$ cat src/core/uctl_defs.vh
// constants for the serial status/control and transmit data block
`ifndef UCTL_DEFS_VH
`define UCTL_DEFS_VH

// register byte addresses (low address byte)
`define UCTL_A_SCR 8'h00
`define UCTL_A_CLR 8'h04
`define UCTL_A_SET 8'h08
`define UCTL_A_INV 8'h0C
`define UCTL_A_TXH 8'h10
`define UCTL_A_RXD 8'h14
`define UCTL_A_CFG 8'h18

// status/control field positions
`define UCTL_B_ADMEN 24
`define UCTL_B_MATCH_HI 23
`define UCTL_B_MATCH_LO 16
`define UCTL_B_TXSEL_HI 15
`define UCTL_B_TXSEL_LO 14
`define UCTL_B_TXINV 13
`define UCTL_B_RXEN 12
`define UCTL_B_BRK 11
`define UCTL_B_TXEN 10
`define UCTL_B_RXSEL_HI 7
`define UCTL_B_RXSEL_LO 6
`define UCTL_B_STATION_DETECT_MODE 5
`define UCTL_B_OVERRUN_ERROR_FLAG 1

// writable stored bits, overrun kept apart
`define UCTL_SCR_WMASK 32'h01FF_FCE0
`define UCTL_SCR_RST 32'h0000_0000

// configuration register fields
`define UCTL_B_ON 15
`define UCTL_B_INFRARED_CODEC_ENABLE 12
`define UCTL_B_VAR 16
`define UCTL_B_PDS_HI 2
`define UCTL_B_PDS_LO 1
`define UCTL_CFG_WMASK 32'h0001_9006
`define UCTL_CFG_RST 32'h0000_0000

// parity/data select codes
`define UCTL_PDS_8N 2'h0
`define UCTL_PDS_9N 2'h3

// buffer depth and bus answers
`define UCTL_DEPTH 3'h4
`define UCTL_RESP_OK 2'h0
`define UCTL_RESP_ERR 2'h2

// bit timing
`define UCTL_CLK_HZ 200000000
`define UCTL_BAUD 1000000
`define UCTL_BIT_CYC (`UCTL_CLK_HZ / `UCTL_BAUD)

`endif

$ cat src/core/uctl_top.v
// serial port status/control, transmit buffer and receive side
// Contract
// - codec off: invert bit set idles output low, clear idles high
// - codec on: invert bit set idles output high, clear idles low
// - break request sends start, twelve zeros, stop; hardware then clears it
// - clearing transmit enable aborts, empties buffer, releases output pin
// - buffer full flag is 1 when no space, 0 when space remains
// - shift empty flag is 1 only when shifter and buffer both empty
// - first variant: rx event at four, at three, or every character
// - second variant: rx level at four or more, at three or more, or at least one
// - station detect mode acts only in nine-bit mode
// - receiver idle flag is 1 unless a character is arriving
// - parity error flag reflects the current received character
// - framing error flag reflects the current received character
// - overrun set by hardware, cleared by software; clearing flushes receive side
// - data available flag is 1 while the receive buffer holds data
// - clear, set and invert aliases at plus 4, 8 and 12
// - transmit holding register takes nine bits, upper bits ignored
// - select code 11 means nine data bits without parity
// - codec enable bit chooses which idle polarity applies
`timescale 1ns/1ps
`include "uctl_defs.vh"

module uctl_top (
	input wire clk_sys,
	input wire rst_n,
	input wire [7:0] s_axi_awaddr,
	input wire s_axi_awvalid,
	output reg s_axi_awready,
	input wire [31:0] s_axi_wdata,
	input wire [3:0] s_axi_wstrb,
	input wire s_axi_wvalid,
	output reg s_axi_wready,
	output reg [1:0] s_axi_bresp,
	output reg s_axi_bvalid,
	input wire s_axi_bready,
	input wire [7:0] s_axi_araddr,
	input wire s_axi_arvalid,
	output reg s_axi_arready,
	output reg [31:0] s_axi_rdata,
	output reg [1:0] s_axi_rresp,
	output reg s_axi_rvalid,
	input wire s_axi_rready,
	input wire serial_in_pin,
	output reg serial_in_owned_r,
	output reg serial_out_pin_r,
	output reg serial_out_oe_r,
	output reg tx_irq_r,
	output reg rx_irq_r
);

	// bit time cut to the counter width on purpose
	localparam integer BITC_I = `UCTL_BIT_CYC;
	localparam [15:0] BITC = BITC_I[15:0];
	localparam [1:0] RX_IDLE = 2'h0;
	localparam [1:0] RX_START = 2'h1;
	localparam [1:0] RX_DATA = 2'h2;

	// ****************************************
	// reset release
	// ****************************************
	reg rst_a_r;
	reg rst_s_n;

	always @(posedge clk_sys or negedge rst_n) begin
		if (!rst_n) begin
			rst_a_r <= 1'b0;
			rst_s_n <= 1'b0;
		end else begin
			rst_a_r <= 1'b1;
			rst_s_n <= rst_a_r;
		end
	end

	// ****************************************
	// state declarations
	// ****************************************
	reg [31:0] ctl_r;
	reg [31:0] cfg_r;
	reg overrun_error_flag_r;
	reg aw_hold_r;
	reg w_hold_r;
	reg [7:0] awaddr_r;
	reg [31:0] wdata_r;
	reg [3:0] wstrb_r;
	reg [8:0] tmem_r [0:3];
	reg [1:0] twp_r;
	reg [1:0] trp_r;
	reg [2:0] tcnt_r;
	reg [2:0] tcnt_q;
	reg tx_go_r;
	reg tx_brk_r;
	reg brk_run_r;
	reg [10:0] rmem_r [0:3];
	reg [1:0] rwp_r;
	reg [1:0] rrp_r;
	reg [2:0] rcnt_r;
	reg s1_r;
	reg s2_r;
	reg s3_r;
	reg filt_r;
	reg filt_q;
	reg [1:0] rst_r;
	reg [15:0] rtick_r;
	reg [3:0] rbit_r;
	reg [8:0] rsh_r;
	reg rx_push_r;

	wire tx_line;
	wire tx_busy;
	wire tx_done;
	wire on = cfg_r[`UCTL_B_ON];
	wire infrared_codec_enable = cfg_r[`UCTL_B_INFRARED_CODEC_ENABLE];
	wire var2 = cfg_r[`UCTL_B_VAR];
	wire [1:0] pds = cfg_r[`UCTL_B_PDS_HI:`UCTL_B_PDS_LO];
	wire txen = ctl_r[`UCTL_B_TXEN];
	wire [1:0] txsel = ctl_r[`UCTL_B_TXSEL_HI:`UCTL_B_TXSEL_LO];
	wire [1:0] rxsel = ctl_r[`UCTL_B_RXSEL_HI:`UCTL_B_RXSEL_LO];
	wire [7:0] match = ctl_r[`UCTL_B_MATCH_HI:`UCTL_B_MATCH_LO];
	wire nine = (pds == `UCTL_PDS_9N);
	wire rx_on = on & ctl_r[`UCTL_B_RXEN];
	wire txbf = (tcnt_r == `UCTL_DEPTH);
	wire transmit_shift_empty = (tcnt_r == 3'h0) & ~tx_busy & ~tx_go_r;
	wire rxda = (rcnt_r != 3'h0);
	wire receiver_idle_flag = (rst_r == RX_IDLE);
	wire [10:0] rhead = rmem_r[rrp_r];
	wire [31:0] scr_rd;

	// error flags of the head character
	assign scr_rd = {ctl_r[31:10], txbf, transmit_shift_empty, ctl_r[7:5], receiver_idle_flag,
		rhead[10] & rxda, rhead[9] & rxda, overrun_error_flag_r, rxda};

	// ****************************************
	// bus write side
	// ****************************************
	wire do_wr = aw_hold_r & w_hold_r & ~s_axi_bvalid;
	wire [31:0] smask = {{8{wstrb_r[3]}}, {8{wstrb_r[2]}}, {8{wstrb_r[1]}}, {8{wstrb_r[0]}}};
	wire [31:0] wdm = wdata_r & smask;
	wire wr_scr = do_wr & (awaddr_r[7:4] == 4'h0);
	wire wr_txh = do_wr & (awaddr_r == `UCTL_A_TXH);
	wire wr_cfg = do_wr & (awaddr_r == `UCTL_A_CFG);
	wire wr_ok = wr_scr | wr_txh | wr_cfg | (do_wr & (awaddr_r == `UCTL_A_RXD));
	reg [31:0] cand;
	reg [31:0] base;

	// alias decode on the status/control word
	always @* begin
		base = {ctl_r[31:12], ctl_r[11] & ~(tx_done & brk_run_r), ctl_r[10:2], overrun_error_flag_r, ctl_r[0]};
		case (awaddr_r[3:2])
			2'h0: cand = (base & ~smask) | wdm;
			2'h1: cand = base & ~wdm;
			2'h2: cand = base | wdm;
			2'h3: cand = base ^ wdm;
			default: cand = base;
		endcase
	end

	wire nine_or_par = (pds != `UCTL_PDS_8N);
	wire rx_done = (rst_r == RX_DATA) & (rtick_r == BITC - 16'h0001) & (rbit_r == (nine_or_par ? 4'h9 : 4'h8));
	wire [8:0] char9 = nine ? rsh_r : (nine_or_par ? {1'b0, rsh_r[7:0]} : {1'b0, rsh_r[8:1]});
	// address filtering only in nine-bit mode
	wire drop_a = nine & ctl_r[`UCTL_B_STATION_DETECT_MODE] & ~char9[8];
	wire drop_m = nine & ctl_r[`UCTL_B_ADMEN] & char9[8] & (char9[7:0] != match);
	wire keep = rx_done & ~drop_a & ~drop_m;
	wire ovf = keep & (rcnt_r == `UCTL_DEPTH);
	wire overrun_error_flag_clr = wr_scr & overrun_error_flag_r & ~cand[`UCTL_B_OVERRUN_ERROR_FLAG];
	wire flush = overrun_error_flag_clr & ~ovf;

	// axi write channels, response after both
	always @(posedge clk_sys or negedge rst_s_n) begin
		if (!rst_s_n) begin
			s_axi_awready <= 1'b1;
			s_axi_wready <= 1'b1;
			s_axi_bvalid <= 1'b0;
			s_axi_bresp <= `UCTL_RESP_OK;
			aw_hold_r <= 1'b0;
			w_hold_r <= 1'b0;
			awaddr_r <= 8'h00;
			wdata_r <= 32'h0000_0000;
			wstrb_r <= 4'h0;
		end else begin
			if (s_axi_awvalid && s_axi_awready) begin
				aw_hold_r <= 1'b1;
				awaddr_r <= s_axi_awaddr;
				s_axi_awready <= 1'b0;
			end
			if (s_axi_wvalid && s_axi_wready) begin
				w_hold_r <= 1'b1;
				wdata_r <= s_axi_wdata;
				wstrb_r <= s_axi_wstrb;
				s_axi_wready <= 1'b0;
			end
			if (do_wr) begin
				aw_hold_r <= 1'b0;
				w_hold_r <= 1'b0;
				s_axi_bvalid <= 1'b1;
				s_axi_bresp <= wr_ok ? `UCTL_RESP_OK : `UCTL_RESP_ERR;
			end
			if (s_axi_bvalid && s_axi_bready) begin
				s_axi_bvalid <= 1'b0;
				s_axi_awready <= 1'b1;
				s_axi_wready <= 1'b1;
			end
		end
	end

	// control and configuration storage
	always @(posedge clk_sys or negedge rst_s_n) begin
		if (!rst_s_n) begin
			ctl_r <= `UCTL_SCR_RST;
			cfg_r <= `UCTL_CFG_RST;
			overrun_error_flag_r <= 1'b0;
		end else begin
			if (wr_scr) begin
				ctl_r <= (ctl_r & ~`UCTL_SCR_WMASK) | (cand & `UCTL_SCR_WMASK);
			end else if (tx_done && brk_run_r) begin
				ctl_r[`UCTL_B_BRK] <= 1'b0;
			end
			if (wr_cfg) begin
				cfg_r <= (cfg_r & ~`UCTL_CFG_WMASK) | (wdm & `UCTL_CFG_WMASK);
			end
			if (ovf) begin
				overrun_error_flag_r <= 1'b1;
			end else if (overrun_error_flag_clr) begin
				overrun_error_flag_r <= 1'b0;
			end
		end
	end

	// ****************************************
	// bus read side
	// ****************************************
	wire rd_hs = s_axi_arvalid & s_axi_arready;
	wire rd_pop = rd_hs & (s_axi_araddr == `UCTL_A_RXD) & rxda;

	always @(posedge clk_sys or negedge rst_s_n) begin
		if (!rst_s_n) begin
			s_axi_arready <= 1'b1;
			s_axi_rvalid <= 1'b0;
			s_axi_rdata <= 32'h0000_0000;
			s_axi_rresp <= `UCTL_RESP_OK;
		end else begin
			if (rd_hs) begin
				s_axi_arready <= 1'b0;
				s_axi_rvalid <= 1'b1;
				s_axi_rresp <= `UCTL_RESP_OK;
				case (s_axi_araddr)
					`UCTL_A_SCR: s_axi_rdata <= scr_rd;
					`UCTL_A_TXH: s_axi_rdata <= {23'h00_0000, tmem_r[twp_r - 2'h1]};
					`UCTL_A_RXD: s_axi_rdata <= {23'h00_0000, rhead[8:0]};
					`UCTL_A_CFG: s_axi_rdata <= cfg_r;
					`UCTL_A_CLR, `UCTL_A_SET, `UCTL_A_INV: s_axi_rdata <= 32'h0000_0000;
					default: begin
						s_axi_rdata <= 32'h0000_0000;
						s_axi_rresp <= `UCTL_RESP_ERR;
					end
				endcase
			end
			if (s_axi_rvalid && s_axi_rready) begin
				s_axi_rvalid <= 1'b0;
				s_axi_arready <= 1'b1;
			end
		end
	end

	// ****************************************
	// transmit buffer and shifter
	// ****************************************
	wire t_push = wr_txh & txen & ~txbf;
	wire t_idle = ~tx_busy & ~tx_go_r & txen;
	wire t_brk = t_idle & ctl_r[`UCTL_B_BRK] & ~brk_run_r;
	wire t_pop = t_idle & ~t_brk & ~brk_run_r & (tcnt_r != 3'h0);

	always @(posedge clk_sys or negedge rst_s_n) begin
		if (!rst_s_n) begin
			twp_r <= 2'h0;
			trp_r <= 2'h0;
			tcnt_r <= 3'h0;
			tx_go_r <= 1'b0;
			tx_brk_r <= 1'b0;
			brk_run_r <= 1'b0;
		end else if (!txen) begin
			twp_r <= 2'h0;
			trp_r <= 2'h0;
			tcnt_r <= 3'h0;
			tx_go_r <= 1'b0;
			brk_run_r <= 1'b0;
		end else begin
			tx_go_r <= t_pop | t_brk;
			tx_brk_r <= t_brk;
			if (t_brk) begin
				brk_run_r <= 1'b1;
			end else if (tx_done) begin
				brk_run_r <= 1'b0;
			end
			if (t_push) begin
				twp_r <= twp_r + 2'h1;
			end
			if (t_pop) begin
				trp_r <= trp_r + 2'h1;
			end
			tcnt_r <= tcnt_r + {2'h0, t_push} - {2'h0, t_pop};
		end
	end

	always @(posedge clk_sys) begin
		if (t_push) begin
			tmem_r[twp_r] <= wdm[8:0];
		end
	end

	reg [8:0] tx_dat_r;
	always @(posedge clk_sys or negedge rst_s_n) begin
		if (!rst_s_n) begin
			tx_dat_r <= 9'h000;
		end else if (t_pop) begin
			tx_dat_r <= tmem_r[trp_r];
		end
	end

	uctl_tx u_tx (
		.clk_sys(clk_sys),
		.rst_s_n(rst_s_n),
		.abort(~txen),
		.start(tx_go_r),
		.brk(tx_brk_r),
		.pds(pds),
		.data(tx_dat_r),
		.line_r(tx_line),
		.busy_r(tx_busy),
		.done_r(tx_done)
	);

	// ****************************************
	// receive engine
	// ****************************************
	// three-stage sync; a level counts once stages two and three agree
	always @(posedge clk_sys or negedge rst_s_n) begin
		if (!rst_s_n) begin
			s1_r <= 1'b1;
			s2_r <= 1'b1;
			s3_r <= 1'b1;
			filt_r <= 1'b1;
			filt_q <= 1'b1;
		end else begin
			s1_r <= serial_in_pin;
			s2_r <= s1_r;
			s3_r <= s2_r;
			filt_r <= (s2_r == s3_r) ? s3_r : filt_r;
			filt_q <= filt_r;
		end
	end

	// start detect at half bit, then one sample per bit time
	always @(posedge clk_sys or negedge rst_s_n) begin
		if (!rst_s_n) begin
			rst_r <= RX_IDLE;
			rtick_r <= 16'h0000;
			rbit_r <= 4'h0;
			rsh_r <= 9'h000;
		end else if (!rx_on || flush) begin
			rst_r <= RX_IDLE;
		end else begin
			rtick_r <= rtick_r + 16'h0001;
			case (rst_r)
				RX_IDLE: begin
					rtick_r <= 16'h0000;
					if (filt_q && !filt_r) begin
						rst_r <= RX_START;
					end
				end
				RX_START: begin
					if (rtick_r == (BITC >> 1)) begin
						rtick_r <= 16'h0000;
						rbit_r <= 4'h0;
						rst_r <= filt_r ? RX_IDLE : RX_DATA;
					end
				end
				RX_DATA: begin
					if (rtick_r == BITC - 16'h0001) begin
						rtick_r <= 16'h0000;
						rbit_r <= rbit_r + 4'h1;
						if (rx_done) begin
							rst_r <= RX_IDLE;
						end else begin
							rsh_r <= {filt_r, rsh_r[8:1]};
						end
					end
				end
				default: rst_r <= RX_IDLE;
			endcase
		end
	end

	// receive buffer; overrun drops the new character
	wire r_push = keep & ~ovf;
	wire parity_error_flag_now = nine_or_par & ~nine & ((^rsh_r) ^ pds[1]);

	always @(posedge clk_sys or negedge rst_s_n) begin
		if (!rst_s_n) begin
			rwp_r <= 2'h0;
			rrp_r <= 2'h0;
			rcnt_r <= 3'h0;
			rx_push_r <= 1'b0;
		end else if (flush) begin
			rwp_r <= 2'h0;
			rrp_r <= 2'h0;
			rcnt_r <= 3'h0;
			rx_push_r <= 1'b0;
		end else begin
			rx_push_r <= r_push;
			if (r_push) begin
				rwp_r <= rwp_r + 2'h1;
			end
			if (rd_pop) begin
				rrp_r <= rrp_r + 2'h1;
			end
			rcnt_r <= rcnt_r + {2'h0, r_push} - {2'h0, rd_pop};
		end
	end

	always @(posedge clk_sys) begin
		if (r_push) begin
			rmem_r[rwp_r] <= {parity_error_flag_now, ~filt_r, char9};
		end
	end

	// ****************************************
	// pins and interrupt requests
	// ****************************************
	always @(posedge clk_sys or negedge rst_s_n) begin
		if (!rst_s_n) begin
			serial_out_pin_r <= 1'b1;
			serial_out_oe_r <= 1'b0;
			serial_in_owned_r <= 1'b0;
			tx_irq_r <= 1'b0;
			rx_irq_r <= 1'b0;
			tcnt_q <= 3'h0;
		end else begin
			serial_out_pin_r <= (infrared_codec_enable ? ~tx_line : tx_line) ^ ctl_r[`UCTL_B_TXINV];
			serial_out_oe_r <= on & txen;
			serial_in_owned_r <= rx_on;
			tcnt_q <= tcnt_r;
			if (var2) begin
				case (txsel)
					2'h2: tx_irq_r <= (tcnt_r == 3'h0);
					2'h1: tx_irq_r <= transmit_shift_empty;
					2'h0: tx_irq_r <= ~txbf;
					default: tx_irq_r <= 1'b0;
				endcase
				case (rxsel)
					2'h1: rx_irq_r <= (rcnt_r == `UCTL_DEPTH);
					2'h0: rx_irq_r <= rxda;
					2'h2: rx_irq_r <= (rcnt_r >= 3'h3);
					default: rx_irq_r <= 1'b0;
				endcase
			end else begin
				case (txsel)
					2'h2: tx_irq_r <= (tcnt_r == 3'h0) & (tcnt_q != 3'h0);
					2'h0: tx_irq_r <= (tcnt_q == `UCTL_DEPTH) & ~txbf;
					default: tx_irq_r <= 1'b0;
				endcase
				case (rxsel)
					2'h3: rx_irq_r <= rx_push_r & (rcnt_r == `UCTL_DEPTH);
					2'h2: rx_irq_r <= rx_push_r & (rcnt_r == 3'h3);
					default: rx_irq_r <= rx_push_r;
				endcase
			end
		end
	end

endmodule // uctl_top

$ cat src/core/uctl_tx.v
// serial frame shifter for data characters and break frames
`timescale 1ns/1ps
`include "uctl_defs.vh"

module uctl_tx (
	input wire clk_sys,
	input wire rst_s_n,
	input wire abort,
	input wire start,
	input wire brk,
	input wire [1:0] pds,
	input wire [8:0] data,
	output reg line_r,
	output reg busy_r,
	output reg done_r
);

	// bit time cut to the counter width on purpose
	localparam integer BITC_I = `UCTL_BIT_CYC;
	localparam [15:0] BITC = BITC_I[15:0];

	reg [13:0] sh_r;
	reg [3:0] left_r;
	reg [15:0] tick_r;
	wire par_bit;
	wire [8:0] top9;
	wire [13:0] frame;

	// ninth slot: data bit, parity, or the stop bit
	assign par_bit = (^data[7:0]) ^ pds[1];
	assign top9 = (pds == `UCTL_PDS_9N) ? data :
		((pds == `UCTL_PDS_8N) ? {1'b1, data[7:0]} : {par_bit, data[7:0]});
	assign frame = {4'hF, top9, 1'b0};

	// ****************************************
	// shifter
	// ****************************************
	always @(posedge clk_sys or negedge rst_s_n) begin
		if (!rst_s_n) begin
			sh_r <= 14'h3FFF;
			left_r <= 4'h0;
			tick_r <= 16'h0000;
			line_r <= 1'b1;
			busy_r <= 1'b0;
			done_r <= 1'b0;
		end else begin
			done_r <= 1'b0;
			if (abort) begin
				busy_r <= 1'b0;
				line_r <= 1'b1;
			end else if (!busy_r && start) begin
				sh_r <= brk ? 14'h2000 : frame;
				left_r <= brk ? 4'hE : ((pds == `UCTL_PDS_8N) ? 4'hA : 4'hB);
				tick_r <= 16'h0000;
				line_r <= 1'b0;
				busy_r <= 1'b1;
			end else if (busy_r) begin
				if (tick_r == BITC - 16'h0001) begin
					tick_r <= 16'h0000;
					sh_r <= {1'b1, sh_r[13:1]};
					left_r <= left_r - 4'h1;
					if (left_r == 4'h1) begin
						busy_r <= 1'b0;
						done_r <= 1'b1;
						line_r <= 1'b1;
					end else begin
						line_r <= sh_r[1];
					end
				end else begin
					tick_r <= tick_r + 16'h0001;
				end
			end
		end
	end

endmodule // uctl_tx

$ cat config.mk
export PLATFORM = sky130hd
export DESIGN_NAME = uctl_top
export DESIGN_NICKNAME = d
export VERILOG_FILES = /design/src/core/uctl_top.v /design/src/core/uctl_tx.v
export VERILOG_INCLUDE_DIRS = /design/src /design/src/core
export SDC_FILE = /design/constraint.sdc
export NUM_CORES = 1
export LEC_CHECK = 0
export BUFFER_PORTS_ARGS = -buffer_cell sky130_fd_sc_hd__clkbuf_2
export CAP_MARGIN = 20
export CORE_MARGIN = 2
export CORE_UTILIZATION = 45
export DETAILED_ROUTE_END_ITERATION = 6
export GPL_TIMING_DRIVEN = 0
export PLACE_DENSITY_LB_ADDON = 0.08
export RECOVER_POWER = 100
export SLEW_MARGIN = 20
export SYNTH_ARGS = -nofsm -noshare
export SYNTH_HDL_FRONTEND = slang
export SYNTH_SLANG_ARGS = --single-unit
$ cat constraint.sdc
create_clock -name clk_sys -period 17.57 [get_ports clk_sys]
set_input_delay 3.514 -clock clk_sys [delete_from_list [all_inputs] [get_ports clk_sys]]
set_output_delay 3.514 -clock clk_sys [all_outputs]
set_load 0.03 [all_outputs]
======== After elaboration in Yosys (flattened, before gate mapping) ========
Memories as Yosys holds them, arrays and structs flattened. A register that Yosys moved wholly into a read port is not among the register bits.
Index checks and enable logic that the tools add are counted.
storage, ports and cells
  register bits after elaboration ......... 246
  latch bits .............................. 0
  RAM bits ................................ 80
  memory bits (read-only) ................. 0
  input port bits ......................... 60
  output and inout port bits .............. 46
  word-level logic and storage cells ...... 327
  memories ................................ 2
memories
  name    words  width  rd ports  clocked after Yosys merged registers in  write ports  line           source
  rmem_r  4      11     1         0                                        1            uctl_top.v:94  reg [10:0] rmem_r [0:3];
  tmem_r  4      9      2         1                                        1            uctl_top.v:86  reg [8:0] tmem_r [0:3];
operators by class
  $add $sub $neg .......................... 13
  multipliers ............................. 0
  div/mod/pow operators ................... 0
  magnitude comparators ................... 1
  equality and inequality tests ........... 42
  shifts and indexed selects .............. 0
  muxes and demuxes ....................... 93
  bitwise operators ....................... 80
  reductions and logical operators ........ 46
operator list
  kind                   count
  $pmux 32 s4            1
  $pmux 25 s4            1
  $mux 16                5
  $and 25x25->25         3
  $not 25->25            2
  $or 25x25->25          2
  $eq 8x5->1 const B     6
  $pmux 16 s3            1
  $mux 1                 47
  $and 1x1->1            46
  $mux 14                3
  $add 16x1->16 const B  2
  $eq 16x8->1 const B    2
  $mux 2                 16
  $or 32x17->32          1
  $or 32x25->32          1
  $reduce_bool 2->1      14
  $mux 9                 3
  $xor 25x25->25         1
  $mux 4                 6
  $not 1->1              17
  $eq 16x7->1 const B    1
  $eq 8x4->1 const B     2
  $ne 3x1->1 const B     5
  other kinds (43)       87

======== Longest topological paths before layout ========
  depth in word-level cells ............... 14
  gate-level depth with buffers ........... 16

======== Cells and area by module ========
From an unflattened synthesis, not the netlist that was laid out.
second synthesis, totals
  cells, all modules ...................... 1194
  area, all modules ....................... 13761.9 sq um
modules (own cells, without submodules)
  module    instances  cells each  area each (sq um)  sequential area each (sq um)
  uctl_top  1          989         11850.1            6642.6
  uctl_tx   1          205         1911.8             892.1

======== Worst setup path before layout ========
No wires, ideal clock.
  kind .................................... input to register
  from .................................... in s_axi_araddr[5]
  to ...................................... reg rcnt_r[2]
  arrival ................................. 5646 ps
  data required time ...................... 17438 ps
  setup slack ............................. 11793 ps
  stages on the path ...................... 11
  buffers on the path ..................... 0
  cells stage by stage .................... nor3_1 -> nand2_1 -> nor3_1 -> and4b_1 -> ha_1 -> inv_1 -> ha_1 -> inv_1 -> fa_1 -> xor2_1 -> nor2_1
between the ends
  word-level cells in the longest chain between the ends .. 5
ends and longest elaborated chain
  what                       line            source
  from (decl)                uctl_top.v:37   input wire [7:0] s_axi_araddr,
  $eq 8x5->1                 n/a
  $and 1x1->1 (2 in series)  uctl_top.v:234  wire rd_pop = rd_hs & (s_axi_araddr == `UCTL_A_RXD) & rxda;
  $sub 3x1->3                uctl_top.v:418  rcnt_r <= rcnt_r + {2'h0, r_push} - {2'h0, rd_pop};
  $mux 3                     uctl_top.v:405  end else if (flush) begin
  to (signal assigned)       uctl_top.v:418
  to (decl)                  uctl_top.v:97   reg [2:0] rcnt_r;
No other way between the ends.
A chain may end at the register's enable or synchronous reset.

======== Worst setup path in the final report ========
  from .................................... in s_axi_araddr[5]
  to ...................................... reg s_axi_rdata[24]
between the ends
  word-level cells in the longest chain between the ends .. 2
  elaborated cells on any way between the ends .. 5
  classes of those cells .................. 3 x eq/ne; 1 x mux; 1 x reduce/logical
ends and longest elaborated chain
  what                                           line            source
  $eq 8x5->1 or $logic_not 8->1 (tied branches)  uctl_top.v:247  case (s_axi_araddr)
  $pmux 32 s4 *                                  uctl_top.v:247
  to (signal assigned)                           uctl_top.v:248  `UCTL_A_SCR: s_axi_rdata <= scr_rd;
  to (signal assigned)                           uctl_top.v:249  `UCTL_A_TXH: s_axi_rdata <= {23'h00_0000, tmem_r[twp_r - 2'h1]};
  to (signal assigned)                           uctl_top.v:250  `UCTL_A_RXD: s_axi_rdata <= {23'h00_0000, rhead[8:0]};
  to (decl)                                      uctl_top.v:40   output reg [31:0] s_axi_rdata,
Mark *: on every way between the ends. The rest lies on a longest branch, timed or not.

==> results.py <==
metrics = {
    "floorplanning": {
        "die_h_um": 179,
        "top_level_ports": 106,
        "design.die.area_um2": 31900,
        "coreArea_um2": 29900,
        "die_x_um": 179,
        "initial_core_util_pct": 46.0,
        "row_count": 63,
    },
    "outcome": {
        "violations": "capacitance limit, slew limit",
        "outcome": "finished with violations",
    },
    "clock_network": {
        "htreeDepth": 2,
        "insertion_delay_ns": 0.52,
        "cts_made_buffers": 34,
        "cts.root.buffer_cell": "clkbuf_16",
        "cts_tree": "done",
        "ctsResizeCount": 0,
        "cts_hold_buf": 0,
        "cts.sinks": 283,
        "clkTransAtPathRegs_ns": 0.06,
        "clock_path_buffers": 3,
        "post-cts-setup-buffers": 0,
    },
    "timing": {
        "fin_crit_ns": 6.12,
        "finClkSkew_ns": 0.0217,
        "maxSlewViolCount": 194,
        "tightest_slew_ns": 2.85,
        "relSlewSlack_pct": -90.3,
        "whs_ns": 0.276,
        "finalCritPeriodShare_pct": 34.8,
        "tns_ns": 0,
        "fmax_mhz": 163,
        "setup-violations-final": 0,
        "timing_hold_violations_final": 0,
        "rsz0062_at_grt": "no",
    },
    "critical_path": {
        "cp.arrival_ns": 6.56,
        "setup.worst_path.start_class": "primary input",
        "cp-startpoint": "s_axi_araddr[5]",
        "required_ns": 18.01,
        "worstSetupEndpointType": "flop",
        "r2r.worst_path.cells": 2,
        "worstSetupPathType": "in -> reg",
        "reg2reg_to": "s_axi_rdata[17]$_DFFE_PN0P_",
        "critPathMaxFanout": 10,
        "reg2reg_from": "rst_s_n$_DFF_PN0_",
        "rrSetupSlack_ns": 12.22,
        "crit_path_end": "s_axi_rdata[24]$_DFFE_PN0P_",
    },
    "layout": {
        "fin_area_um2": 15700,
        "layout.cells.non_filler": 1729,
        "nets": 1416,
        "drive_above_1_share_pct": 16.1,
        "diodes": 0,
        "syn2layout_area_growth_pct": 14.3,
        "nFillCells": 2675,
    },
    "route": {
        "wl_per_cell_um": 19.5,
        "routed_wl_um": 33700,
        "num_vias": 9498,
        "drt_pass1_iterations": 5,
        "postRouteAntennaNets": 0,
        "drtIter0Drc": 686,
        "top_layer": "met4",
        "wl_met2_um": 15200,
        "m1WireLength_um": 16500,
        "met3WireLength_um": 1500,
        "drc": 0,
        "drt-vias-per-instance": 5.49,
    },
    "logic_synthesis": {
        "yosys.area.top_type": "dfrtp_1",
        "ys_top_cells_by_count": "dfrtp_1, nand2_1, o21ai_0",
        "seq_area_frac_synth_pct": 54.7,
        "synth.distinct_cells": 74,
        "netlist_area_um2": 13700,
        "synthArstFlopShare_pct": 71.7,
        "yosysMostFrequentCell": "dfrtp_1",
        "synth_seq_cells": 283,
        "synth-edff-count": 80,
        "synth.area.top_cells": "dfrtp_1, edfxtp_1, mux4_2, mux2_2, dfstp_2",
        "ys.flop_type": "dfrtp_1",
        "synth_top_area_share_pct": 33.0,
        "synth_cells": 1178,
        "ys_warn_count": 0,
        "syn_avg_cell_area_um2": 11.7,
    },
    "grt": {
        "grt_pass1_vias": 9299,
        "antenna_found_initial": 0,
        "grt_start_max_net_pins": 54,
        "grtUsageTotal_pct": 21.8,
        "overflow": 0,
        "grt_pass1_wl_um": 53800,
    },
    "pwr": {
        "power_density_nw_per_um2": 142,
        "power_mw": 2.23,
        "vdd_ir_drop_max_mv": 0.0874,
        "power_leakage_nw": 6.50,
    },
    "place": {
        "place_area_um2": 14800,
        "port-buffer-count": 94,
        "place_hpwl_um": 24000,
        "dp_cells": 1667,
        "routabilityCongestion": 0.818,
    },
    "flow_run": {
        "drv_cap": 4,
    },
    "worst_hold_path": {
        "min_path_type": "reg -> async",
    },
}
==> routing by layer <==
layer,up-vias,global-route usage (%)
met5,-,0
met4,0,5.01
met3,42,3.48
met2,192,33.6
met1,4704,32.4
li1,4560,-
==> registers in the layout, indices dropped and copies added (netlist names), 5 cells and up <==
signal       cells
tx_dat_r         9
rtick_r         16
u_tx.sh_r       12
tmem_r          36
u_tx.tick_r     16
rmem_r          44
cfg_r            5
wdata_r         24
awaddr_r         8
ctl_r           18
s_axi_rdata     26
rsh_r            9
==> cell families after synthesis <==
family | after synthesis | share of synthesized area [%]
other cells | 2 | 0.0547
simple gates | 332 | 12.1
mux | 105 | 11.1
compound gates | 251 | 11.9
buf+inv | 126 | 3.79
xor+xnor | 35 | 2.23
flops | 283 | 54.7
fa+ha+maj | 44 | 4.10
==> critical path, cell delays in order <==
cell	delay [ns]
clkbuf_2	0.08
nor3_1	0.19
nand2_1	0.22
nor3_1	0.84
nor3b_1	0.83
clkbuf_1	0.64
a22o_1	0.24
==> final cells by class <==
type | count | area [um^2] | share of cell area, %
Tap cell | 390 | 488 | 3.11
Sequential cell | 283 | 7510 | 47.9
Clock buffer | 47 | 971 | 6.19
Multi-Input combinational cell | 770 | 5670 | 36.1
Clock inverter | 15 | 119 | 0.758
Inverter | 53 | 199 | 1.27
Timing Repair Buffer | 98 | 424 | 2.70
Buffer | 73 | 313 | 1.99
==> layout by cell type (no fill, tap or decap), drive strengths merged, types with 38 or more instances in the layout <==
master  instances
clkbuf        204
dfrtp         181
edfxtp         80
ha             41
inv            56
mux2           62
nand2         102
nand3          38
nor2           63
o21ai          95
==> power breakdown <==
part	switching, mW	total, mW	internal, mW	leakage (nW)
Sequential	0.115	0.931	0.816	3.36
Clock	0.278	0.683	0.404	0.547
Combinational	0.349	0.614	0.265	2.60
==> worst min path at each step <==
stage / from / end / slack [ns] / cells past startpoint
after CTS: rst_s_n$_DFF_PN0_ / cfg_r[1]$_DFFE_PN0P_ / 0.22 / 0
after floorplan: rst_a_r$_DFF_PN0_ / rst_s_n$_DFF_PN0_ / 0.33 / 0
final: rst_s_n$_DFF_PN0_ / cfg_r[1]$_DFFE_PN0P_ / 0.28 / 0
after detailed placement: rst_s_n$_DFF_PN0_ / s_axi_rdata[31]$_DFFE_PN0P_ / 0.22 / 0
after global placement: rst_a_r$_DFF_PN0_ / rst_s_n$_DFF_PN0_ / 0.34 / 0
after global routing: rst_s_n$_DFF_PN0_ / cfg_r[1]$_DFFE_PN0P_ / 0.36 / 0
==> metrics by stage <==
stage / utilization [%] / worst slack, ns
2_1_floorplan: - / 11.53
3_3_place_gp: 49.2 / 8.55
3_5_place_dp: 49.5 / 10.86
4_1_cts: 53.2 / 11.39
5_1_grt: 52.5 / 11.01
6_report: 52.5 / 11.45
Note: power is estimated with default switching activity, not from simulation.
